[src/verilog/hsf_pkg.sv]
// Package: shared types and timing constants for the hot swap fault supervisor
package hsf_pkg;

   // Drain-source short check time, in microseconds, and its cycle count
   localparam int unsigned CLK_PERIOD_NS        = 25;
   localparam int unsigned DS_CHECK_TIME_US     = 100;
   localparam int unsigned DS_CHECK_CYCLES      =
      (DS_CHECK_TIME_US * 1000) / CLK_PERIOD_NS;
   localparam int unsigned DS_CNT_W             = 20;

   // Power-on delay after the regulator is valid, in microseconds
   localparam int unsigned POR_TIME_US          = 500;
   localparam int unsigned POR_CYCLES           =
      (POR_TIME_US * 1000) / CLK_PERIOD_NS;
   localparam int unsigned POR_CNT_W            = 20;

   // One-bit comparator results from the analog front end
   typedef struct packed {
      logic reg_uv_high;    // Regulator above undervoltage-high level
      logic reg_uv_low;     // Regulator below undervoltage-low level
      logic retry_high;     // Retry node above retry_high_level
      logic retry_low;      // Retry node below retry_low_level
      logic gate_fault;     // Gate monitor above gate_fault_level
      logic source_fault;   // Source monitor above source_fault_level
      logic sense_short;    // Sense drop below half of (FET drop - offset)
      logic gate_drive_good;// Gate-source above gate_drive_good_level
   } hsf_cmp_s;

   // Trip requests from the protection front end
   typedef struct packed {
      logic primary_oc;     // Primary overcurrent persisted its time
      logic secondary_oc;   // Secondary overcurrent detected
      logic uvlo;           // Input undervoltage lockout
      logic ovp;            // Overvoltage
      logic open_load_sense;
      logic open_ground_sense;
   } hsf_trip_s;

   // Analog actuator controls
   typedef struct packed {
      logic gate_drive_en;  // Gate charge pump on
      logic gate_strong_pd; // Fault-mode strong gate pull-down
      logic gate_weak_pd;   // Weak gate sink
      logic retry_sink_en;  // Strong sink on retry_timing_node
      logic retry_src_en;   // Weak charge source on retry_timing_node
      logic slope_gate_mode;// Gate voltage slope control for inrush
   } hsf_drive_s;

   typedef enum logic [2:0] {
      HSF_ST_OFF     = 3'b000,
      HSF_ST_RUN     = 3'b001,
      HSF_ST_TRIPPED = 3'b010,
      HSF_ST_RECOVER = 3'b011,
      HSF_ST_HWFAULT = 3'b100
   } hsf_state_e;

endpackage : hsf_pkg

[src/verilog/hsf_sticky.sv]
// Sticky fault latch that only a regulator undervoltage clears
`timescale 1ns/1ps
module hsf_sticky (
   input  wire logic clk_i,
   input  wire logic rstn_i,
   input  wire logic set_i,
   input  wire logic clr_i,
   output logic      flag_o
);
   logic flag_d;
   logic flag_q;

   // Set wins over clear
   always_comb begin
      flag_d = flag_q;
      if (set_i) begin
         flag_d = 1'b1;
      end else if (clr_i) begin
         flag_d = 1'b0;
      end
   end

   always_ff @(posedge clk_i or negedge rstn_i) begin
      if (!rstn_i) begin
         flag_q <= 1'b0;
      end else begin
         flag_q <= flag_d;
      end
   end

   assign flag_o = flag_q;
endmodule : hsf_sticky

[src/verilog/hsf_timer.sv]
// Down counter that raises done when a load-started interval elapses
`timescale 1ns/1ps
module hsf_timer #(
   parameter int unsigned W     = 20,
   parameter int unsigned COUNT = 4000
) (
   input  wire logic clk_i,
   input  wire logic rstn_i,
   input  wire logic start_i,
   input  wire logic stop_i,
   output logic      done_o
);
   logic [W-1:0] cnt_d;
   logic [W-1:0] cnt_q;
   logic         run_d;
   logic         run_q;
   logic         done_d;
   logic         done_q;

   always_comb begin
      cnt_d  = cnt_q;
      run_d  = run_q;
      done_d = 1'b0;
      if (stop_i) begin
         run_d = 1'b0;
      end else if (start_i) begin
         cnt_d = W'(COUNT - 1);
         run_d = 1'b1;
      end else if (run_q) begin
         if (cnt_q == '0) begin
            run_d  = 1'b0;
            done_d = 1'b1;
         end else begin
            cnt_d = cnt_q - W'(1);
         end
      end
   end

   always_ff @(posedge clk_i or negedge rstn_i) begin
      if (!rstn_i) begin
         cnt_q  <= '0;
         run_q  <= 1'b0;
         done_q <= 1'b0;
      end else begin
         cnt_q  <= cnt_d;
         run_q  <= run_d;
         done_q <= done_d;
      end
   end

   assign done_o = done_q;
endmodule : hsf_timer

[src/verilog/hsf_supervisor.sv]
// Top: breaker auto-retry sequencer and damaged-part fault detectors
// Behaviour
// RQ1 - Primary overcurrent trip: gate off, strong pull-down, discharge, fault
// RQ2 - Breaker not tripped: strong sink holds retry node at ground
// RQ3 - On trip: release sink, charge retry node weakly, start retry
// RQ4 - Retry node high: reset breaker, clear current fault, discharge node
// RQ5 - Retry node low: re-enable gate drive, discharge output low
// RQ6 - Secondary overcurrent retries exactly like primary
// RQ7 - Persistent overcurrent repeats start, trip, retry, restart forever
// RQ8 - Gate monitor crossing with supply, POR done, enable low: hardware fault
// RQ9 - Source monitor crossing under same conditions: hardware fault, no timer
// RQ10 - Gate/source latches clear only on regulator undervoltage-low
// RQ11 - Enable fall after steady state: gate off, weak sink, discharge, timer
// RQ12 - Source still high at timer end: hardware fault till power removal
// RQ13 - Any listed fault: gate off, pull-down, discharge, timer, monitor
// RQ14 - Sense-short detect armed after enable rise, POR, gate drive good
// RQ15 - Shorted sense resistor: switch inrush to gate voltage slope control
// RQ16 - Sense-short flag comes from the offset comparator input
// RQ17 - Sense short: internal trip, gate off, pull-down, discharge, fault
// RQ18 - Processor removes supply to clear a sense-resistor fault
// RQ19 - Comparators are one-bit inputs; each detector has its own latch
`timescale 1ns/1ps
module hsf_supervisor
   import hsf_pkg::*;
(
   input  wire logic              clk_i,
   input  wire logic              rstn_i,
   input  wire logic              enable_i,
   input  wire hsf_pkg::hsf_cmp_s  cmp_i,
   input  wire hsf_pkg::hsf_trip_s trip_i,
   output hsf_pkg::hsf_drive_s     drive_o,
   output logic                   discharge_out_o,
   output logic                   current_fault_out_o,
   output logic                   hardware_fault_out_o,
   output logic                   steady_state_o
);
   import hsf_pkg::*;

   hsf_state_e st_d;
   hsf_state_e st_q;
   logic       reg_ok_d;
   logic       reg_ok_q;
   logic       en_d;
   logic       en_q;
   logic       arm_d;
   logic       arm_q;
   logic       steady_d;
   logic       steady_q;
   hsf_drive_s drv_d;
   hsf_drive_s drv_q;
   logic       discharge_out_d;
   logic       discharge_out_q;
   logic       ifault_d;
   logic       ifault_q;
   logic       ds_mon_d;
   logic       ds_mon_q;

   logic por_done;
   logic por_start;
   logic ds_start;
   logic ds_done;
   logic uv_clear;
   logic en_rise;
   logic en_fall;
   logic any_trip;
   logic oc_trip;
   logic idle_check;
   logic gate_flt;
   logic src_flt;
   logic ds_flt;
   logic rs_flt;
   logic por_flag;
   logic gate_set;
   logic src_set;
   logic ds_set;
   logic rs_set;
   logic hw_d;
   logic hw_q;

   assign uv_clear = cmp_i.reg_uv_low; // RQ10
   assign en_rise  = enable_i & ~en_q;
   assign en_fall  = ~enable_i & en_q;
   assign oc_trip  = trip_i.primary_oc | trip_i.secondary_oc; // RQ6
   assign any_trip = oc_trip | trip_i.uvlo | trip_i.ovp |
                     trip_i.open_load_sense | trip_i.open_ground_sense; // RQ13
   assign por_start = cmp_i.reg_uv_high & ~reg_ok_q;
   // Gate and source were driven until this edge, so it is skipped
   assign idle_check = reg_ok_q & por_flag & ~enable_i &
                       (st_q != HSF_ST_RUN); // RQ8
   // Supply loss masks every detector so its clear always wins
   assign gate_set = ~uv_clear & idle_check & cmp_i.gate_fault; // RQ8
   // Idle source check waits while the post-run window owns the node
   assign src_set  = ~uv_clear & idle_check & ~ds_mon_q &
                     cmp_i.source_fault; // RQ9
   assign ds_set   = ~uv_clear & ds_done & ds_mon_q &
                     cmp_i.source_fault; // RQ12
   assign rs_set   = ~uv_clear & arm_q & cmp_i.sense_short; // RQ16

   // Power-on delay runs once the regulator is valid
   hsf_timer #(.W(POR_CNT_W), .COUNT(POR_CYCLES)) u_por (
      .clk_i   (clk_i),
      .rstn_i  (rstn_i),
      .start_i (por_start),
      .stop_i  (uv_clear),
      .done_o  (por_done)
   );

   hsf_sticky u_por_flag (
      .clk_i  (clk_i),
      .rstn_i (rstn_i),
      .set_i  (por_done),
      .clr_i  (uv_clear),
      .flag_o (por_flag)
   );

   // Drain-source check timer
   hsf_timer #(.W(DS_CNT_W), .COUNT(DS_CHECK_CYCLES)) u_ds (
      .clk_i   (clk_i),
      .rstn_i  (rstn_i),
      .start_i (ds_start),
      .stop_i  (uv_clear),
      .done_o  (ds_done)
   );

   // Separate latches per detector
   hsf_sticky u_gate_flt ( // RQ19
      .clk_i  (clk_i),
      .rstn_i (rstn_i),
      .set_i  (gate_set),
      .clr_i  (uv_clear),
      .flag_o (gate_flt)
   );

   hsf_sticky u_src_flt (
      .clk_i  (clk_i),
      .rstn_i (rstn_i),
      .set_i  (src_set),
      .clr_i  (uv_clear),
      .flag_o (src_flt)
   );

   hsf_sticky u_ds_flt (
      .clk_i  (clk_i),
      .rstn_i (rstn_i),
      .set_i  (ds_set),
      .clr_i  (uv_clear),
      .flag_o (ds_flt)
   );

   hsf_sticky u_rs_flt (
      .clk_i  (clk_i),
      .rstn_i (rstn_i),
      .set_i  (rs_set),
      .clr_i  (uv_clear), // RQ18
      .flag_o (rs_flt)
   );

   always_comb begin
      st_d     = st_q;
      reg_ok_d = reg_ok_q;
      en_d     = enable_i;
      arm_d    = arm_q;
      steady_d = steady_q;
      discharge_out_d  = discharge_out_q;
      ifault_d = ifault_q;
      ds_mon_d = ds_mon_q;
      ds_start = 1'b0;
      drv_d    = drv_q;
      drv_d.slope_gate_mode = rs_flt; // RQ15
      // Mirrors the four latches so the pin comes from a flop
      hw_d     = ~uv_clear & (gate_flt | src_flt | ds_flt | rs_flt |
                              gate_set | src_set | ds_set | rs_set); // RQ10

      if (cmp_i.reg_uv_high) begin
         reg_ok_d = 1'b1;
      end
      if (ds_done) begin
         ds_mon_d = 1'b0;
      end

      // Arm the sense-short detector only once fully started
      // Disarmed off the run state: low drain current gives false shorts
      if (en_rise || en_fall || st_q != HSF_ST_RUN) begin
         arm_d = 1'b0;
      end
      if (enable_i && por_flag && cmp_i.gate_drive_good &&
          st_q == HSF_ST_RUN) begin
         arm_d = 1'b1; // RQ14
      end

      case (st_q)
         HSF_ST_OFF: begin
            drv_d.retry_sink_en = 1'b1; // RQ2
            drv_d.retry_src_en  = 1'b0;
            if (por_flag && enable_i && !rs_flt && !any_trip) begin
               st_d                 = HSF_ST_RUN; // RQ7
               drv_d.gate_drive_en  = 1'b1;
               drv_d.gate_strong_pd = 1'b0;
               drv_d.gate_weak_pd   = 1'b0;
               discharge_out_d              = 1'b0;
            end
         end
         HSF_ST_RUN: begin
            if (cmp_i.gate_drive_good) begin
               steady_d = 1'b1;
            end
            if (arm_q && cmp_i.sense_short) begin
               st_d                 = HSF_ST_HWFAULT; // RQ17
               drv_d.gate_drive_en  = 1'b0;
               drv_d.gate_strong_pd = 1'b1;
               discharge_out_d              = 1'b1;
               steady_d             = 1'b0;
            end else if (any_trip) begin
               st_d                 = oc_trip ? HSF_ST_TRIPPED : HSF_ST_OFF;
               drv_d.gate_drive_en  = 1'b0; // RQ1
               drv_d.gate_strong_pd = 1'b1;
               discharge_out_d              = 1'b1;
               ifault_d             = oc_trip;
               drv_d.retry_sink_en  = ~oc_trip; // RQ3
               drv_d.retry_src_en   = oc_trip;
               ds_start             = steady_q; // RQ13
               ds_mon_d             = steady_q;
               steady_d             = 1'b0;
            end else if (!enable_i) begin
               st_d                 = HSF_ST_OFF;
               drv_d.gate_drive_en  = 1'b0; // RQ11
               drv_d.gate_weak_pd   = 1'b1;
               discharge_out_d              = 1'b1;
               ds_start             = steady_q;
               ds_mon_d             = steady_q;
               steady_d             = 1'b0;
            end
         end
         HSF_ST_TRIPPED: begin
            if (cmp_i.retry_high) begin
               st_d                = HSF_ST_RECOVER; // RQ4
               ifault_d            = 1'b0;
               drv_d.retry_src_en  = 1'b0;
               drv_d.retry_sink_en = 1'b1;
            end
         end
         HSF_ST_RECOVER: begin
            if (cmp_i.retry_low) begin
               st_d                 = HSF_ST_OFF; // RQ5
               discharge_out_d              = 1'b0;
               drv_d.gate_strong_pd = 1'b0;
               drv_d.gate_weak_pd   = 1'b1;
            end
         end
         HSF_ST_HWFAULT: begin
            // Held until power is removed
         end
         default: begin
            st_d = HSF_ST_OFF;
         end
      endcase

      if (uv_clear) begin
         st_d     = HSF_ST_OFF;
         reg_ok_d = 1'b0;
         arm_d    = 1'b0;
         steady_d = 1'b0;
         ifault_d = 1'b0;
         discharge_out_d  = 1'b0;
         ds_mon_d = 1'b0;
         drv_d    = '{gate_drive_en: 1'b0, gate_strong_pd: 1'b0,
                      gate_weak_pd: 1'b1, retry_sink_en: 1'b1,
                      retry_src_en: 1'b0, slope_gate_mode: 1'b0};
      end
   end

   always_ff @(posedge clk_i or negedge rstn_i) begin
      if (!rstn_i) begin
         st_q     <= HSF_ST_OFF;
         reg_ok_q <= 1'b0;
         en_q     <= 1'b0;
         arm_q    <= 1'b0;
         steady_q <= 1'b0;
         discharge_out_q  <= 1'b0;
         ifault_q <= 1'b0;
         ds_mon_q <= 1'b0;
         hw_q     <= 1'b0;
         drv_q    <= '{gate_drive_en: 1'b0, gate_strong_pd: 1'b0,
                       gate_weak_pd: 1'b1, retry_sink_en: 1'b1,
                       retry_src_en: 1'b0, slope_gate_mode: 1'b0};
      end else begin
         st_q     <= st_d;
         reg_ok_q <= reg_ok_d;
         en_q     <= en_d;
         arm_q    <= arm_d;
         steady_q <= steady_d;
         discharge_out_q  <= discharge_out_d;
         ifault_q <= ifault_d;
         ds_mon_q <= ds_mon_d;
         hw_q     <= hw_d;
         drv_q    <= drv_d;
      end
   end

   assign drive_o              = drv_q;
   assign discharge_out_o      = discharge_out_q;
   assign current_fault_out_o  = ifault_q;
   assign hardware_fault_out_o = hw_q;
   assign steady_state_o       = steady_q;
endmodule : hsf_supervisor

[config.mk]
export PLATFORM = sky130hd
export DESIGN_NAME = hsf_supervisor
export DESIGN_NICKNAME = d
export VERILOG_FILES = /design/src/verilog/hsf_pkg.sv /design/src/verilog/hsf_sticky.sv /design/src/verilog/hsf_timer.sv /design/src/verilog/hsf_supervisor.sv
export SDC_FILE = /design/constraint.sdc
export NUM_CORES = 1
export LEC_CHECK = 0
export ABC_AREA = 1
export BUFFER_PORTS_ARGS = -buffer_cell sky130_fd_sc_hd__buf_2
export CAP_MARGIN = 15
export CORE_MARGIN = 2
export CORE_UTILIZATION = 41
export DETAILED_ROUTE_END_ITERATION = 12
export PLACE_DENSITY = 0.57
export SLEW_MARGIN = 30
export SYNTH_ARGS = -nofsm -noshare
export SYNTH_HDL_FRONTEND = slang
export SYNTH_SLANG_ARGS = --single-unit
[constraint.sdc]
create_clock -name clk_i -period 1.82 [get_ports clk_i]
set_clock_uncertainty 0.1 [all_clocks]
set_input_delay 0.546 -clock clk_i [delete_from_list [all_inputs] [get_ports clk_i]]
set_output_delay 0.546 -clock clk_i [all_outputs]
set_load 0.005 [all_outputs]
==> metrics.md, run 1 <==
| Metric | Value |
|---|---|
| Outcome | finished, final reports clean |
| FMAX | 593 MHz |
| DR WL/cell | 13.0 um |
| Syn Inst Count | 559 |
| Post-synth top cells | nand2_1, nor2_1, dfrtp_1 |
| Post-route ant nets | 0 |
| P_int | 3.03 mW |
| Row cnt | 36 |
| Number of synthesized register bits | 66 |
| Most common cell in the netlist | nand2_1 |
| RR Endpoint | u_ds.cnt_q[6] |
| Power density cells | 1120 nW/um^2 |
| Max-slew violations | 0 |
| Ys flop type | dfrtp_1 |
| Final #Nets | 633 |
| Final hold viol count | 0 |
| Total track usage | 20.1% |
| Register area share after synthesis | 41.1% |
| Dpl hpwl | 7030 um |
| Die area | 10600 um^2 |
| Vias in the first global route | 3647 |
| Latest clock arrival within the worst-skew pair | 0.35 ns |
| Data required time at the worst endpoint | 1.95 ns |
| Synth area leader | dfrtp_1 |
| Share of the synthesized area in the top cell type | 39.8% |
| Sequential Power Share | 39.7% |
| Critical path arrival | 1.82 ns |
| Largest net degree at the start of global routing | 67 |
| Switching portion of total power | 42.0% |
| Post-synth EDFFs | 0 |
| H-tree Lvls | 3 |
| DIE WIDTH | 103 um |
| Launch point of the worst reg-to-reg path | u_ds.cnt_q[0] |
| Yosys warns | 0 |
| Fraction of layout instances using a drive strength above 1 | 16.7% |
| Chip Height | 103 um |
| Max Cap Viol | 0 |
| First DRT Iteration DRCs | 155 |
| Register-to-Register Path Depth | 9 |
| IO Pins | 27 |
| Count of different cell masters after synthesis | 37 |
| Clock transition at path regs | 0.08 ns |
| Gpl congestion | 0.866 |
| Worst Setup End Kind | flip-flop |
| Worst-Margin Slew | 0.494 ns |
| Count of final setup violators | 0 |
| TritonCTS clock tree | done |
| CTS Root Cell | clkbuf_8 |
| RSZ-0062 raised after global routing | true |
| Worst slew margin | 66.8% |
| Syn nets | 580 |
| Hold Crit Class | input pin to asynchronous set/reset pin |
| TritonCTS buffer count | 9 |
| Total chip power | 5.22 mW |
| Net Switching | 2.19 mW |
| Synth top area cells | dfrtp_1, nand2_1, nor2_1 |
| Critical path launch point type | flip-flop |
| Period minus WS final | 1.69 ns |
| Critical path type | flip-flop to flip-flop |
| Static leakage | 2.39 nW |
| R2R Setup Slk | 0.13 ns |
| Area of the core | 9640 um^2 |
| Max clock buf depth | 2 |
| Placed standard-cell area | 4440 um^2 |
| DR pass1 iterations | 4 |
| Comb pwr share | 38.5% |
| Async set or reset register ratio after synthesis | 100% |
| Synthesized area per cell | 7.19 um^2 |
| Port buffer count | 26 |
| Worst setup path startpoint | u_ds.cnt_q[0] |
| Area delta synth->final | 15.5% |
| Worst-path maximum fanout | 13 |
| First-pass GRT wire length | 16700 um |
| Critical path capture point | u_ds.cnt_q[6] |
| Tcrit/Tclk final | 92.7% |
| DRC viols | 0 |
| GRT overflow | 0 |
| Via/cell ratio | 4.97 |
| Ant. Diodes | 0 |
| Peak VDD IR | 444 uV |
| Mapped Area | 4020 um^2 |
| Post-route cell area | 4640 um^2 |
| Final wirelength | 9730 um |
| Via Count | 3730 |
| Clock power share | 21.9% |
| CTS sink count | 66 |
| Initial antenna violation count | 0 |
| Initial core utilization | 41.7% |
power by group through the flow:
stage / Sequential (mW) / Clock (mW) / Combinational, mW
floorplan: 2.01 / 0 / 1.48
global placement: 2.08 / 0 / 1.96
detailed placement: 2.09 / 0 / 1.98
CTS: 2.06 / 1.18 / 2.00
global route: 2.12 / 1.25 / 2.33
finish: 2.07 / 1.14 / 2.01
kinds of logic after synthesis:
group / count (synthesis) / synth area share, %
AND/OR/NAND/NOR: 357 / 39.3
buffers and inverters: 66 / 7.81
flip-flops: 66 / 41.1
AO/OA/AOI/OAI: 56 / 8.31
XOR/XNOR: 10 / 2.18
adder cells (fa/ha/maj): 4 / 1.24
layout by cell type, fill, tap and decap left out, types with 2 or more instances in the layout:
cell type / instances
or2_2: 2
a21o_1: 5
ha_1: 3
a21boi_0: 2
nor2_1: 92
nand2_1: 164
nor3_1: 3
nand2_2: 2
inv_6: 3
xor2_1: 6
clkinvlp_4: 2
o21ai_2: 6
clkbuf_8: 9
xnor2_1: 4
inv_1: 49
buf_2: 26
nand3_1: 57
buf_12: 2
inv_2: 3
buf_4: 24
nand3_2: 4
a21oi_1: 5
clkinv_2: 2
o21ai_1: 9
nor2_2: 4
nand3_4: 2
nand2_4: 2
o21ai_0: 25
dfrtp_1: 64
nand4_1: 21
nor2_4: 2
dfstp_2: 2
state kept, by name, indices dropped and copies added (netlist names):
name                  count
arm_q                     1
u_por.run_q               1
drive_o                   6
u_gate_flt.flag_o         1
ds_mon_q                  1
u_por.done_o              1
u_ds.run_q                1
hardware_fault_out_o      1
u_src_flt.flag_o          1
u_ds.done_o               1
u_por.cnt_q              20
u_por_flag.flag_o         1
u_ds.cnt_q               20
st_q                      3
u_ds_flt.flag_o           1
current_fault_out_o       1
steady_state_o            1
reg_ok_q                  1
en_q                      1
u_rs_flt.flag_o           1
discharge_out_o           1
worst max-delay path: stages, from the launching register on:
cell,delay [ns]
dfrtp_1,0.41
inv_1,0.11
ha_1,0.16
nand2_1,0.06
nor2_1,0.12
nand3_2,0.14
nand2_4,0.15
nand2_4,0.16
nand3_1,0.11
nand2_1,0.05
worst min path at each step:
stage | start | endpoint | slack [ns] | depth (start not counted)
after floorplan | rstn_i | arm_q | 0.15 | 0
after global routing | rstn_i | st_q[0] | 0.13 | 2
after global placement | u_por.done_o | u_por_flag.flag_o | 0.31 | 1
after CTS | rstn_i | st_q[1] | 0.12 | 2
after detailed placement | u_por.done_o | u_por_flag.flag_o | 0.32 | 1
final | rstn_i | st_q[1] | 0.11 | 2
area by class of cell:
type,count,area (um^2)
clock inverters,7,51.3
repair buffers,53,362
inverters,54,218
fillers,989,4990
multi-input cells,428,2070
well taps,133,166
clock buffers,9,124
flip-flops and latches,66,1650
what timing repair did:
item / 4_1_cts / 5_1_grt
gates resized for setup: 0 / 8
hold buffers: 0 / 0
buffers inserted: 0 / 0
endpoints found under the setup margin: 0 / 32
stage by stage:
stage          TNS [ns]  std cells  hold slack [ns]  worst slack (ns)  utilization, %
3_3_place_gp          0        733            0.313            0.0344            46.1
2_1_floorplan         0        559            0.150             0.188               -
3_5_place_dp          0        733            0.322            0.0124            46.1
6_report              0        750            0.106             0.133            48.2
5_1_grt         -0.0166        750            0.126           -0.0105            48.2
4_1_cts               0        749            0.117            0.0451            47.9
per-layer routing:
| metal | track usage [%] | wire length (um) | share of wire, % |
|---|---|---|---|
| met1 | 26.9 | 4730 | 49 |
| met2 | 32.2 | 4520 | 46 |
| met3 | 5.02 | 370 | 3.8 |
| met4 | 5.77 | 106 | 1.1 |
| met5 | 0 | 0 | 0 |
No activity file was read; power rests on OpenSTA's default activity.
==> run 2, diff against run 1 <==
Settings changed: CORE_UTILIZATION 41 to 61, PLACE_DENSITY 0.57 to 0.79.
==> run 2 against run 1 <==
Die area shrank 32%. Wire length shrank 3.1%. Final area decreased by 2.2%. Sequential share of layout area is 0.78 points higher. Setup slack improved by 0.012 ns. Largest cell class unchanged. Non-clock buffer count decreased by 7. Largest power group unchanged.
==> metrics.md, run 2 (synthesis results as in run 1) <==
| Metric | Value |
|---|---|
| Peak VDD IR | 893 uV (+100%) |
| Initial antenna violation count | 0 (unchanged) |
| TritonCTS buffer count | 9 (unchanged) |
| Die area | 7260 um^2 (-32%) |
| Tcrit/Tclk final | 92.0% (-0.65 points) |
| Setup Fix Bufs, Post-CTS | 0 (unchanged) |
| Buf+Inv Stages, Crit Path | 2 (+1) |
| DRC viols | 0 (unchanged) |
| Critical path launch point type | flip-flop |
| TritonCTS clock tree | done |
| FMAX | 597 MHz (+0.71%) |
| Total chip power | 5.36 mW (+2.7%) |
| P_int | 3.17 mW (+4.8%) |
| Area of the core | 6350 um^2 (-34%) |
| Max-slew violations | 0 (unchanged) |
| Register-to-Register Path Depth | 10 (+1) |
| Final #Nets | 625 (-1.3%) |
| Fraction of layout instances using a drive strength above 1 | 16.1% (-0.60 points) |
| Net Switching | 2.19 mW (-0.13%) |
| IO Pins | 27 (unchanged) |
| Dpl hpwl | 6790 um (-3.5%) |
| Outcome | finished, final reports clean |
| Via Count | 3819 (+2.4%) |
| Final hold viol count | 0 (unchanged) |
| Latest clock arrival within the worst-skew pair | 0.35 ns (about the same) |
| First DRT Iteration DRCs | 280 (+81%) |
| CP delay by family, top | simple AND/OR/NAND/NOR gates |
| CTS sink count | 66 (unchanged) |
| Ant. Diodes | 0 (unchanged) |
| Commonest non-fill, non-tap cell in the layout | nand2_1 |
| Largest net degree at the start of global routing | 67 (unchanged) |
| Total track usage | 27.6% (+7.6 points) |
| RSZ-0062 raised after global routing | true |
| Crit path max-delay cell type | dfrtp_1 |
| Clock power share | 23.9% (+2.0 points) |
| Worst-path maximum fanout | 27 (+14) |
| Switching portion of total power | 40.8% (-1.2 points) |
| Largest stage delay, worst path | 0.41 ns (about the same) |
| Via/cell ratio | 5.57 (+12%) |
| Sequential Power Share | 38.6% (-1.1 points) |
| Comb pwr share | 37.4% (-1.1 points) |
| Chip Height | 85.2 um (-17%) |
| Static leakage | 2.36 nW (-1.3%) |
| Levels on crit path | 10 (+1) |
| Clock transition at path regs | 0.08 ns (about the same) |
| Critical path type | flip-flop to flip-flop |
| Critical path arrival | 1.87 ns (+0.05 ns) |
| Row cnt | 29 (-19%) |
| First-pass GRT wire length | 16100 um (-4.0%) |
| Hold Crit Class | input pin to asynchronous set/reset pin |
| Placed standard-cell area | 4320 um^2 (-2.8%) |
| Area delta synth->final | 13.0% |
| DIE WIDTH | 85.2 um (-17%) |
| Max Cap Viol | 0 (unchanged) |
| H-tree Lvls | 3 (unchanged) |
| Post-route ant nets | 0 (unchanged) |
| CTS Root Cell | clkbuf_8 |
| Final wirelength | 9420 um (-3.1%) |
| Period minus WS final | 1.68 ns (-0.0119 ns) |
| Worst-Margin Slew | 0.414 ns (-0.0804 ns) |
| Gpl congestion | 0.911 (+5.2%) |
| DR pass1 iterations | 5 (+1) |
| Vias in the first global route | 3504 (-3.9%) |
| Worst slew margin | 72.2% (+5.4 points) |
| Initial core utilization | 63.3% (+22 points) |
| Most used cell, CP | nand2_1 |
| Worst Setup End Kind | flip-flop |
| Most frequent cells in the layout | nand2_1, nor2_1, dfrtp_1 |
| Count of final setup violators | 0 (unchanged) |
| Critical-path cell list | inv_2 > ha_1 > nand2_1 > nor2_1 > nand3_2 > nand2_4 > nand2_8 > clkinv_8 > nand2_1 > nand2_1 |
| Data required time at the worst endpoint | 2.01 ns (+0.06 ns) |
| Power density cells | 1180 nW/um^2 (+5.0%) |
| Max clock buf depth | 2 (unchanged) |
| GRT overflow | 0 (unchanged) |
| TNS Setup | 0 ns (unchanged) |
| Port buffer count | 26 (unchanged) |
| DR WL/cell | 13.7 um (+5.9%) |
| Post-route cell area | 4540 um^2 (-2.2%) |
run 2: layout make-up:
type / instances / area, um^2
inverter: 54 / 218
fill: 513 / 1810
tap: 77 / 96.3
clock buffer: 10 / 138
sequential: 66 / 1650
multi-input combinational: 427 / 2060
clock inverter: 6 / 66.3
timing repair buffer: 46 / 309
run 2: repair_timing:
action / 4_1_cts / 5_1_grt
setup endpoints to repair: 0 / 29
resized for setup: 0 / 11
hold buffers: 0 / 0
run 2: metrics by stage:
stage,std cells,hold slack (ns),utilization (%),worst slack [ns]
after global routing,686,0.121,71.6,-0.00329
after CTS,686,0.107,71.2,0.0264
after global placement,670,0.316,68.0,0.0248
final,686,0.0989,71.6,0.145
after detailed placement,670,0.321,68.0,-0.0441
after floorplan,559,0.150,-,0.188
run 2: per-layer routing:
metal | part of all wire, % | track usage, %
met1 | 45 | 38.7
met2 | 45 | 41.6
met3 | 6.7 | 4.47
met4 | 3.3 | 14.0
met5 | 0 | 0
run 2: path summary, 6_finish.rpt:
| kind | to | start | slack (ns) |
|---|---|---|---|
| setup / recovery | u_ds.cnt_q[15] | u_ds.cnt_q[0] | 0.14 |
| hold / removal | hardware_fault_out_o | rstn_i | 0.1 |
| setup reg to reg | u_ds.cnt_q[15] | u_ds.cnt_q[0] | 0.14 |
| hold reg to reg | u_por_flag.flag_o | u_por.done_o | 0.33 |
| max in group asynchronous | drive_o[3] | rstn_i | 1.20 |
| min in group clk_i | en_q | enable_i | 0.28 |
run 2: power groups by stage:
stage               registers (mW)  clock network, mW  logic (mW)
finish                        2.07               1.28        2.01
global route                  2.11               1.35        2.29
floorplan                     2.01                  0        1.48
detailed placement            2.08                  0        1.95
CTS                           2.06               1.30        1.97
global placement              2.07                  0        1.90
==> run 3, diff against run 2 <==
Settings changed: CORE_MARGIN 2 to not set.
==> run 3 against run 2 <==
Worst hold slack got worse by 0.068 ns. Total power up 0.66%. Cell count rose by 0.29%. Die area is 4.6% lower. Utilization rose by 0.51 points. Non-clock buffer count up 2. Largest cell class unchanged. Largest power group unchanged.
==> metrics.md, run 3 (synthesis results as in run 1) <==
| Metric | Value |
|---|---|
| Fraction of layout instances using a drive strength above 1 | 16.2% (+0.11 points) |
| Fin cells | 688 (+0.29%) |
| RSZ-0062 raised after global routing | false |
| Area of the core | 6350 um^2 (unchanged) |
| First DRT Iteration DRCs | 271 (-3.2%) |
| Chip Height | 83.2 um (-2.3%) |
| TritonCTS clock tree | done |
| Critical-path cell list | inv_2 > ha_1 > nand2_1 > nor2_1 > nand3_2 > nand2_4 > nand2_8 > inv_8 > nand2_1 > nand2_1 |
| FMAX | 590 MHz (-1.2%) |
| Commonest non-fill, non-tap cell in the layout | nand2_1 |
| Latest clock arrival within the worst-skew pair | 0.35 ns (about the same) |
| Hold Crit Class | input pin to asynchronous set/reset pin |
| Vias in the first global route | 3624 (+3.4%) |
| Critical path type | flip-flop to flip-flop |
| R2R Setup Slk | 0.12 ns (-0.02 ns) |
| Final #Nets | 627 (+0.32%) |
| Ant. Diodes | 0 (unchanged) |
| Period minus WS final | 1.70 ns (+0.0202 ns) |
| Via Count | 3922 (+2.7%) |
| Final wirelength | 9670 um (+2.6%) |
| Outcome | finished, final reports clean |
| Finished Core Util | 72.1% (+0.51 points) |
| Count of final setup violators | 0 (unchanged) |
| CTS sink count | 66 (unchanged) |
| Dpl hpwl | 7000 um (+3.1%) |
| First-pass GRT wire length | 16700 um (+4.1%) |
| Gpl congestion | 0.958 (+5.2%) |
| Port buffer count | 26 (unchanged) |
| Power density cells | 1180 nW/um^2 (about the same) |
| Critical path arrival | 1.87 ns (about the same) |
| GRT overflow | 0 (unchanged) |
| Post-route cell area | 4580 um^2 (+0.72%) |
| DR WL/cell | 14.0 um (+2.3%) |
| DIE WIDTH | 83.2 um (-2.3%) |
| Critical path launch point type | flip-flop |
| Static leakage | 2.38 nW (+0.81%) |
| Crit path max-delay cell type | dfrtp_1 |
| CTS Root Cell | clkbuf_8 |
| Hold_buf cts | 0 (unchanged) |
| IO Pins | 27 (unchanged) |
| Worst-path maximum fanout | 27 (unchanged) |
| Die area | 6920 um^2 (-4.6%) |
| Most used cell, CP | nand2_1 |
| Max clock buf depth | 2 (unchanged) |
| Worst Setup End Kind | flip-flop |
| Initial core utilization | 63.3% (unchanged) |
| Max-slew violations | 0 (unchanged) |
| Worst Slack Setup Final | 0.125 ns (-0.0202 ns) |
| Peak VDD IR | 773 uV (-14%) |
| Clock transition at path regs | 0.08 ns (about the same) |
| Dpl ws | -0.0712 ns (-0.0271 ns) |
| TritonCTS buffer count | 9 (unchanged) |
| DR pass1 iterations | 5 (unchanged) |
| Worst-Margin Slew | 0.435 ns (+0.0211 ns) |
| Most frequent cells in the layout | nand2_1, nor2_1, dfrtp_1 |
| Largest stage delay, worst path | 0.41 ns (about the same) |
| Data required time at the worst endpoint | 2.00 ns (about the same) |
| DRC viols | 0 (unchanged) |
| Worst slew margin | 71.0% (-1.2 points) |
| Via/cell ratio | 5.70 (+2.4%) |
| Row cnt | 29 (unchanged) |
| Total track usage | 29.8% (+2.2 points) |
| Tcrit/Tclk final | 93.2% (+1.1 points) |
| Launch point of the worst reg-to-reg path | u_ds.cnt_q[0] |
| TNS Setup | 0 ns (unchanged) |
| Placed standard-cell area | 4340 um^2 (+0.58%) |
| H-tree Lvls | 3 (unchanged) |
| RR Endpoint | u_ds.cnt_q[6] |
| Largest net degree at the start of global routing | 30 (-55%) |
| Initial antenna violation count | 0 (unchanged) |
| Post-route ant nets | 0 (unchanged) |
| Final hold viol count | 0 (unchanged) |
| Area delta synth->final | 13.8% |
| Register-to-Register Path Depth | 10 (unchanged) |
| Cell Count Post-Placement | 670 (unchanged) |
| Max Cap Viol | 0 (unchanged) |
-- run 3: cell types whose count changed in the layout (fill, tap and decap cells not counted), sizes merged --
cell / previous run / this run
clkinv: 3 / 2
inv: 53 / 54
buf: 46 / 48
-- run 3: report_power, final --
part	switching, mW	internal (mW)
registers	0.314	1.77
clock network	0.610	0.669
logic	1.28	0.754
-- run 3: critical path: cells and delay by family (launching register included) --
family	cells	cell delay (ns)
flops	1	0.41
simple gates	7	0.68
fa+ha+maj	1	0.16
buf+inv	2	0.24
-- run 3: repair_timing --
item / 4_1_cts / 5_1_grt
pin swaps: 0 / 1
buffers inserted: 0 / 2
gates resized for setup: 1 / 7
setup endpoints to repair: 3 / 33
-- run 3: final cells by class --
| class | count | area (um^2) |
|---|---|---|
| Fill cell | 514 | 1770 |
| Tap cell | 77 | 96.3 |
| Sequential cell | 66 | 1650 |
| Clock inverter | 6 | 66.3 |
| Clock buffer | 10 | 138 |
| Multi-Input combinational cell | 427 | 2060 |
| Timing Repair Buffer | 48 | 349 |
| Inverter | 54 | 213 |
-- run 3: worst max path at each step --
stage | end | slack (ns) | depth (start not counted) | from
CTS | u_por.cnt_q[2] | 0.03 | 9 | u_por.cnt_q[0]
finish | u_ds.cnt_q[6] | 0.12 | 10 | u_ds.cnt_q[0]
detailed placement | discharge_out_o | -0.07 | 7 | trip_i[4]
global route | u_ds.cnt_q[15] | 0.01 | 10 | u_ds.cnt_q[0]
floorplan | u_ds.cnt_q[13] | 0.19 | 9 | cmp_i[1]
global placement | drive_o[4] | 0.02 | 7 | trip_i[4]
-- run 3: stage by stage --
step | hold slack [ns] | power [mW]
final | 0.0312 | 5.40
after global routing | 0.0618 | 5.76
after CTS | 0.0390 | 5.34
after detailed placement | 0.319 | 4.05
after global placement | 0.311 | 3.97
after floorplan | 0.150 | 3.49
-- run 3: per-layer routing --
layer  up-vias  GRT usage (%)  wire [um]
met5         -              0          0
met2       174           47.0       4400
met4         0           11.0        228
met1      1815           42.6       4380
li1       1903              -          -
met3        30           3.48        657
